### config.mk
export PLATFORM = sky130hd
export DESIGN_NAME = piexp_top
export DESIGN_NICKNAME = d
export VERILOG_FILES = /design/src/piexp_pkg.sv /design/src/piexp_top.sv /design/src/piexp_pick.sv
export VERILOG_INCLUDE_DIRS = /design/src
export SDC_FILE = /design/constraint.sdc
export NUM_CORES = 1
export LEC_CHECK = 0
export BUFFER_PORTS_ARGS = -buffer_cell sky130_fd_sc_hd__buf_4
export CELL_PAD_IN_SITES_DETAIL_PLACEMENT = 1
export CELL_PAD_IN_SITES_GLOBAL_PLACEMENT = 2
export CORE_MARGIN = 5
export CORE_UTILIZATION = 37
export DETAILED_ROUTE_END_ITERATION = 7
export PLACE_DENSITY_LB_ADDON = 0.15
export SYNTH_ARGS = -nofsm -noshare
export SYNTH_HDL_FRONTEND = slang
export SYNTH_SLANG_ARGS = --single-unit
export TNS_END_PERCENT = 20
### constraint.sdc
create_clock -name hclk -period 8.02 [get_ports hclk]
set_input_delay 0.802 -clock hclk [delete_from_list [all_inputs] [get_ports hclk]]
set_output_delay 0.802 -clock hclk [all_outputs]
set_load 0.01 [all_outputs]
### src/pie_defines.svh
// Purpose: Constants for the peripheral interrupt expander
// Assumes: 32-bit AHB-Lite register words
// Notes: Offsets are byte addresses
`ifndef PIE_DEFINES_SVH
`define PIE_DEFINES_SVH
`define PIEXP_NSRC 48
`define PIEXP_OFF_PEND0 8'h00
`define PIEXP_OFF_PEND1 8'h04
`define PIEXP_OFF_PEND2 8'h08
`define PIEXP_OFF_ENA0 8'h0c
`define PIEXP_OFF_ENA1 8'h10
`define PIEXP_OFF_ENA2 8'h14
`define PIEXP_OFF_MASK 8'h18
`define PIEXP_OFF_VEC 8'h1c
`define PIEXP_OFF_LINES 8'h20
`define PIEXP_OFF_STAT 8'h24
`define PIEXP_OFF_IMSK 8'h28
`define PIEXP_OFF_NMI 8'h2c
`define PIEXP_RESET_VEC 16'h0000
`define PIEXP_NMI_VEC 16'h0024
`define PIEXP_LINE1_VEC 16'h0002
`define PIEXP_LINE2_VEC 16'h0004
`define PIEXP_PHANTOM 16'h0000
`define PIEXP_RESET_PRIO 6'd1
`define PIEXP_NMI_PRIO 6'd3
`endif

### src/piexp_pkg.sv
// Purpose: Types for the peripheral interrupt expander
// Assumes: Used with pie_defines.svh
// Notes: Six core lines
`default_nettype none
package piexp_pkg;
  typedef logic [5:0] piexp_lines_t;
  typedef logic [15:0] piexp_vec_t;
  typedef logic [47:0] piexp_src_t;
  typedef enum logic [1:0] {
    PIEXP_IDLE = 2'b00,
    PIEXP_DATA = 2'b01
  } piexp_bus_t;
endpackage
`default_nettype wire

### src/piexp_top.sv
// Purpose: Peripheral interrupt expander onto six core interrupt lines
// Assumes: AHB-Lite slave, single word transfers, zero wait states
// Notes: Table order below is overall priority order
//
// Decided for this implementation: the placing of the registers and register access over AHB-Lite.
`default_nettype none
`include "pie_defines.svh"
module piexp_top #(
  parameter int NSRC = `PIEXP_NSRC
) (
  input wire logic hclk,
  input wire logic hresetn,
  input wire logic hsel,
  input wire logic [31:0] haddr,
  input wire logic [1:0] htrans,
  input wire logic hwrite,
  input wire logic [2:0] hsize,
  input wire logic [31:0] hwdata,
  input wire logic hready,
  output logic [31:0] hrdata,
  output logic hreadyout,
  output logic hresp,
  input wire logic [NSRC-1:0] irq_in,
  input wire logic [5:0] core_ack,
  input wire logic reset_request,
  output logic [5:0] core_lines,
  output logic nmi_request,
  output logic core_reset,
  output logic [15:0] peripheral_vector_code,
  output logic irq
);
  import piexp_pkg::*;
  localparam int IW = $clog2(NSRC);
  // Source table, in overall priority order; index = position, bit = group*16+bit
  localparam logic [5:0] SBIT [48] = '{
    6'd0,
    6'd32,
    6'd1,
    6'd2,
    6'd3,
    6'd4,
    6'd5,
    6'd6,
    6'd7,
    6'd8,
    6'd9,
    6'd10,
    6'd11,
    6'd12,
    6'd13,
    6'd14,
    6'd15,
    6'd33,
    6'd34,
    6'd35,
    6'd36,
    6'd37,
    6'd38,
    6'd39,
    6'd16,
    6'd17,
    6'd18,
    6'd19,
    6'd40,
    6'd41,
    6'd42,
    6'd43,
    6'd20,
    6'd21,
    6'd22,
    6'd44,
    6'd45,
    6'd46,
    6'd23,
    6'd24,
    6'd25,
    6'd26,
    6'd27,
    6'd28,
    6'd29,
    6'd30,
    6'd31,
    6'd47};
  localparam logic [15:0] SCODE [48] = '{
    16'h0020,
    16'h0019,
    16'h0004,
    16'h0001,
    16'h0011,
    16'h0005,
    16'h0006,
    16'h0007,
    16'h0040,
    16'h0041,
    16'h0021,
    16'h0022,
    16'h0023,
    16'h0027,
    16'h0028,
    16'h0029,
    16'h002a,
    16'h0024,
    16'h0025,
    16'h0026,
    16'h002f,
    16'h0030,
    16'h0031,
    16'h0032,
    16'h002b,
    16'h002c,
    16'h002d,
    16'h002e,
    16'h0039,
    16'h003a,
    16'h003b,
    16'h003c,
    16'h0033,
    16'h0034,
    16'h0035,
    16'h0036,
    16'h0037,
    16'h0038,
    16'h0005,
    16'h0006,
    16'h0007,
    16'h0040,
    16'h0041,
    16'h0004,
    16'h0001,
    16'h0011,
    16'h0000,
    16'h0000};
  localparam logic [2:0] SLINE [48] = '{
    3'd0, 3'd0, 3'd0, 3'd0, 3'd0, 3'd0, 3'd0, 3'd0, 3'd0, 3'd0, 3'd1, 3'd1, 3'd1,
    3'd1, 3'd1, 3'd1, 3'd1, 3'd1, 3'd1, 3'd1, 3'd1, 3'd1, 3'd1, 3'd1, 3'd2, 3'd2,
    3'd2, 3'd2, 3'd2, 3'd2, 3'd2, 3'd2, 3'd3, 3'd3, 3'd3, 3'd3, 3'd3, 3'd3, 3'd4,
    3'd4, 3'd4, 3'd4, 3'd4, 3'd5, 3'd5, 3'd5, 3'd6, 3'd6};
  // Index 46 and 47 are unused slots, parked on no line
  piexp_src_t pending_reg, pending_next, enable_reg, enable_next;
  piexp_lines_t core_mask_reg, core_mask_next;
  logic [15:0] acknowledge_reg, acknowledge_next;
  logic [5:0] stat_reg, stat_next, imsk_reg, imsk_next;
  logic nmi_reg, nmi_next;
  piexp_bus_t bus_reg, bus_next;
  logic [7:0] addr_reg, addr_next;
  logic wr_reg, wr_next;
  logic [31:0] rdata_reg, rdata_next;
  logic [NSRC-1:0] live;
  logic [5:0] any;
  logic [IW-1:0] idx [6];
  logic [15:0] code [6];
  logic [6*NSRC-1:0] req_flat;
  logic [6*NSRC*16-1:0] code_flat;

  always_comb begin
    req_flat = '0;
    code_flat = '0;
    for (int i = 0; i < NSRC; i++) begin
      live[i] = pending_reg[SBIT[i]] & enable_reg[SBIT[i]];
      for (int l = 0; l < 6; l++) begin
        req_flat[l*NSRC+i] = live[i] && (SLINE[i] == 3'(l));
        code_flat[(l*NSRC+i)*16 +: 16] = SCODE[i];
      end
    end
  end

  for (genvar g = 0; g < 6; g++) begin : g_line
    piexp_pick #(.N(NSRC)) u_pick (
      .req(req_flat[g*NSRC +: NSRC]),
      .codes(code_flat[g*NSRC*16 +: NSRC*16]),
      .any(any[g]),
      .idx(idx[g]),
      .code(code[g])
    );
  end

  assign core_lines = any & core_mask_reg;
  assign core_reset = reset_request | ~hresetn;
  assign nmi_request = nmi_reg;
  assign peripheral_vector_code = acknowledge_reg;
  assign irq = |(stat_reg & imsk_reg);
  assign hreadyout = 1'b1;
  assign hresp = 1'b0;
  assign hrdata = rdata_reg;

  always_comb begin
    logic take;
    logic [31:0] w;
    take = 1'b0;
    w = '0;
    pending_next = pending_reg;
    enable_next = enable_reg;
    core_mask_next = core_mask_reg;
    acknowledge_next = acknowledge_reg;
    stat_next = stat_reg;
    imsk_next = imsk_reg;
    nmi_next = 1'b0;
    bus_next = PIEXP_IDLE;
    addr_next = addr_reg;
    wr_next = 1'b0;
    rdata_next = rdata_reg;
    take = hsel && hready && htrans[1];
    if (take) begin
      bus_next = PIEXP_DATA;
      addr_next = haddr[7:0];
      wr_next = hwrite;
    end
    // Pending clears by acknowledge first; new events then set, so set wins
    for (int l = 0; l < 6; l++) begin
      if (core_ack[l]) begin
        acknowledge_next = any[l] ? code[l] : `PIEXP_PHANTOM;
        if (any[l]) begin
          pending_next[SBIT[idx[l]]] = 1'b0;
        end
      end
    end
    if (bus_reg == PIEXP_DATA) begin
      w = hwdata;
      if (wr_reg) begin
        case (addr_reg)
          `PIEXP_OFF_PEND0: pending_next[15:0] = pending_next[15:0] & ~w[15:0];
          `PIEXP_OFF_PEND1: pending_next[31:16] = pending_next[31:16] & ~w[15:0];
          `PIEXP_OFF_PEND2: pending_next[47:32] = pending_next[47:32] & ~w[15:0];
          `PIEXP_OFF_ENA0: enable_next[15:0] = w[15:0];
          `PIEXP_OFF_ENA1: enable_next[31:16] = w[15:0];
          `PIEXP_OFF_ENA2: enable_next[47:32] = w[15:0];
          `PIEXP_OFF_MASK: core_mask_next = w[5:0];
          `PIEXP_OFF_IMSK: imsk_next = w[5:0];
          `PIEXP_OFF_NMI: nmi_next = w[0];
          default: ;
        endcase
      end else begin
        case (addr_reg)
          `PIEXP_OFF_STAT: stat_next = '0;
          default: ;
        endcase
      end
    end
    pending_next = pending_next | irq_in;
    stat_next = stat_next | core_lines;
    // Read data formed in the address phase so it stands in the data phase
    if (take && !hwrite) begin
      case (haddr[7:0])
        `PIEXP_OFF_PEND0: rdata_next = {16'h0000, pending_reg[15:0]};
        `PIEXP_OFF_PEND1: rdata_next = {16'h0000, pending_reg[31:16]};
        `PIEXP_OFF_PEND2: rdata_next = {16'h0000, pending_reg[47:32]};
        `PIEXP_OFF_ENA0: rdata_next = {16'h0000, enable_reg[15:0]};
        `PIEXP_OFF_ENA1: rdata_next = {16'h0000, enable_reg[31:16]};
        `PIEXP_OFF_ENA2: rdata_next = {16'h0000, enable_reg[47:32]};
        `PIEXP_OFF_MASK: rdata_next = {26'h0, core_mask_reg};
        `PIEXP_OFF_VEC: rdata_next = {16'h0000, acknowledge_reg};
        `PIEXP_OFF_LINES: rdata_next = {26'h0, core_lines};
        `PIEXP_OFF_STAT: rdata_next = {26'h0, stat_reg};
        `PIEXP_OFF_IMSK: rdata_next = {26'h0, imsk_reg};
        default: rdata_next = '0;
      endcase
    end
  end

  always_ff @(posedge hclk or negedge hresetn) begin
    if (!hresetn) begin
      pending_reg <= '0;
      enable_reg <= '0;
      core_mask_reg <= '0;
      acknowledge_reg <= `PIEXP_RESET_VEC;
      stat_reg <= '0;
      imsk_reg <= '0;
      nmi_reg <= 1'b0;
      bus_reg <= PIEXP_IDLE;
      addr_reg <= '0;
      wr_reg <= 1'b0;
      rdata_reg <= '0;
    end else begin
      pending_reg <= pending_next;
      enable_reg <= enable_next;
      core_mask_reg <= core_mask_next;
      acknowledge_reg <= acknowledge_next;
      stat_reg <= stat_next;
      imsk_reg <= imsk_next;
      nmi_reg <= nmi_next;
      bus_reg <= bus_next;
      addr_reg <= addr_next;
      wr_reg <= wr_next;
      rdata_reg <= rdata_next;
    end
  end
endmodule
`default_nettype wire

### src/piexp_pick.sv
// Purpose: Picks the highest priority pending source of one core line
// Assumes: Caller lists sources in priority order, lowest index wins
// Notes: One instance per core line
`default_nettype none
`include "pie_defines.svh"
module piexp_pick #(
  parameter int N = 48
) (
  input wire logic [N-1:0] req,
  input wire logic [N*16-1:0] codes,
  output logic any,
  output logic [$clog2(N)-1:0] idx,
  output logic [15:0] code
);
  always_comb begin
    any = 1'b0;
    idx = '0;
    code = `PIEXP_PHANTOM;
    for (int i = N - 1; i >= 0; i--) begin
      if (req[i]) begin
        any = 1'b1;
        idx = i[$clog2(N)-1:0];
        code = codes[i*16 +: 16];
      end
    end
  end
endmodule
`default_nettype wire

==> metrics.csv <==
stage;metric;value;unit
critical_path;WP data required;8.34;ns
clock_tree;Sink Count;148;
grt;vias in the first global route;8681;
placement;Post-DP Area;0.0102;mm²
logic_synthesis;Synth area leader;dfrtp_1;
timing;fin crit period;3.40;ns
layout;share of layout cells above drive strength 1;0.242;
layout;post-layout util;0.444;
layout;design area;0.0108;mm²
clock_tree;CTS max path bufs;2;
routing;Routed WL per cell;26.4;µm
clock_tree;Reg clk slew, reported paths;0.07;ns
clock_tree;Num CTS Buffers;17;
floorplanning;row cnt;57;
power;PwrDens;188;mW/mm²
floorplanning;Initial Utilization;0.376;
logic_synthesis;Syn Std Cell Area;0.00911;mm²
critical_path;RR Endpoint;pending_reg[15]$_DFF_PN0_;
timing;Period Utilization, post-route;0.424;
grt;global route overflow;0;
placement;gpl congestion;0.925;
critical_path;CP max FO;10;
grt;M3 GR Usage;0.0538;
critical_path;depth of the most critical reg-to-reg path;9;
grt;gr usage total;0.262;
logic_synthesis;Post-synth top cells;dfrtp_1, nand2_1, mux2_2, a22oi_1, o21ai_0;
logic_synthesis;Synth top area share;0.407;
timing;RSZ-0062 raised after global routing;false;
min_path;HP Class;in2async;
logic_synthesis;Synth area leaders;dfrtp_1, mux2_2, nand2_1, a22oi_1, o21ai_0;
floorplanning;area of the core;0.0242;mm²
logic_synthesis;Syn Area/Cell;9.54;µm²
grt;GRT met1 Usage;0.370;
routing;Antenna Nets Post-Route;0;
routing;Pre-antenna DRT Iters;5;
clock_tree;postcts setup bufs;0;
timing;Fin. Hold Viols;0;
layout;post-route insts no fill;1401;
grt;Most Used Layer, Global Route;met2;
timing;Final Max Slew Viols;0;
routing;Routed WL;37000;µm
clock_tree;htree depth;4;
logic_synthesis;Post-synth EDFFs;0;
grt;first-pass GRT wire length;55500;µm
grt;largest net degree at the start of global routing;73;
clock_tree;Skew-Pair Late Insertion Delay;0.44;ns
placement;dpl cells;1368;
timing;final setup TNS;0;ns
floorplanning;IO Pins;188;
critical_path;crit path capture type;register;
critical_path;critical path capture point;pending_reg[15]$_DFF_PN0_;
placement;dpl hpwl;28300;µm
critical_path;r2r setup slk;4.62;ns
floorplanning;die width;167;µm
logic_synthesis;Synth Instances;955;
layout;area grow syn2layout;18.3;%
timing;Final Setup Violations;0;
grt;initial antenna violation count;1;
logic_synthesis;Unique masters post-synth;80;
critical_path;Worst setup SP type;register;
routing;DRC;0;
power;VDD IR max;126;µV
timing;PnR worst setup slack;4.62;ns
logic_synthesis;flops & latches, synth;148;
layout;Layout Nets;1210;
layout;FILL cells;2828;
floorplanning;die area;0.0279;mm²
timing;achievable frequency;294;MHz
clock_tree;CTS tree;built;
critical_path;Crit. Startpoint;pending_reg[35]$_DFF_PN0_;
routing;via count;8515;
timing;Worst Tran Pin Value;1.12;ns
clock_tree;post-CTS sizing;0;
flow_run;total of max-cap violations;0;
logic_synthesis;total of warnings raised by yosys;0;
timing;Clock Skew;0.0143;ns
critical_path;worst r2r src;pending_reg[35]$_DFF_PN0_;
routing;routed vias/inst;6.08;
status;outcome;completed;
logic_synthesis;most numerous cell in the Yosys netlist;dfrtp_1;
power;leakage;4.48;nW
placement;pre-CTS setup slack;4.66;ns
grt;met2 global-route usage;0.410;
critical_path;WS Path Type;reg2reg;
floorplanning;Die Ht;167;µm
timing;Worst slew margin;0.249;
placement;Port Buffers;116;
logic_synthesis;FFs w/ async S/R, synth;1.00;
clock_tree;CTS root buf;clkbuf_16;
logic_synthesis;post-synthesis sequential area ratio;0.407;
critical_path;critical path arrival;3.73;ns
routing;DR iter-0 viols;924;
logic_synthesis;most used flip-flop cell after synthesis;dfrtp_1;
clock_tree;hold_buf cts;0;
==> metal layers <==
layer,wire [µm],part of all wire
met1,16700,0.45
met2,17000,0.46
met3,2470,0.067
met4,832,0.022
met5,13,0.00035
==> cell families after synthesis <==
group / after synthesis / share of synthesized area
simple gates: 318 / 0.170
compound gates: 316 / 0.262
flops: 148 / 0.407
other cells: 2 / 0.000825
fa+ha+maj: 18 / 0.0247
mux: 72 / 0.0886
buf+inv: 81 / 0.0470
==> power by group <==
group	switching, W	internal [W]	leakage, nW
combinational	0.000218	0.000141	2.56
sequential	0.0000685	0.000789	1.64
clock	0.000371	0.000436	0.279
total	0.000657	0.00137	4.48
==> layout make-up <==
class,count,area (µm²),share of cell area
inverters,24,90.1,0.00836
flip-flops and latches,148,3700,0.344
clock inverters,15,148,0.0137
multi-input cells,751,5080,0.472
diodes,1,2.50,0.000232
repair buffers,121,912,0.0847
clock buffers,17,425,0.0395
well taps,324,405,0.0376
==> layout by cell type (no fill, tap or decap), types with 5 or more instances in the layout <==
master,instances
nor2_1,29
or3_1,5
nand2b_1,12
nand4_1,11
o221ai_1,19
or2_2,6
and3_1,5
inv_1,24
conb_1,27
o21bai_1,24
a22oi_1,58
nor2_2,6
a21oi_1,23
buf_4,120
ha_1,18
o211ai_1,7
a221oi_1,19
mux2_2,69
nand2_1,134
and2_1,15
inv_6,5
a211oi_1,6
a32o_1,6
or2_1,6
o31ai_1,5
a31oi_1,18
a21o_1,16
nor3_1,30
o21ai_0,51
clkbuf_16,17
dfrtp_1,148
a22o_1,12
nor4_1,9
nand3_1,26
==> per-stage QoR <==
stage / hold slack (ns) / power [W]
after floorplan: 0.470 / 0.00107
after global routing: 0.215 / 0.00210
final: 0.210 / 0.00202
after global placement: 0.460 / 0.00122
after CTS: 0.213 / 0.00203
after detailed placement: 0.475 / 0.00123
==> worst min-delay path by stage <==
stage,start,end,cells after the start
global placement,hrdata[6]$_DFFE_PN0P_,hrdata[6]$_DFFE_PN0P_,1
floorplan,stat_reg[2]$_DFF_PN0_,stat_reg[2]$_DFF_PN0_,2
detailed placement,hrdata[8]$_DFFE_PN0P_,hrdata[8]$_DFFE_PN0P_,2
global route,hresetn,pending_reg[1]$_DFF_PN0_,1
CTS,hresetn,pending_reg[1]$_DFF_PN0_,1
finish,hresetn,enable_reg[34]$_DFFE_PN0P_,1
==> critical path, stage by stage (launching register included) <==
cell     delay [ns]
dfrtp_1        0.51
a22o_1         0.34
a311o_1        0.34
a31oi_1        0.52
inv_1          0.17
ha_1           0.31
mux2i_1        0.26
a22o_1         0.44
a31oi_1        0.15
or2_1          0.23
Power figures use the tool's default switching activity.
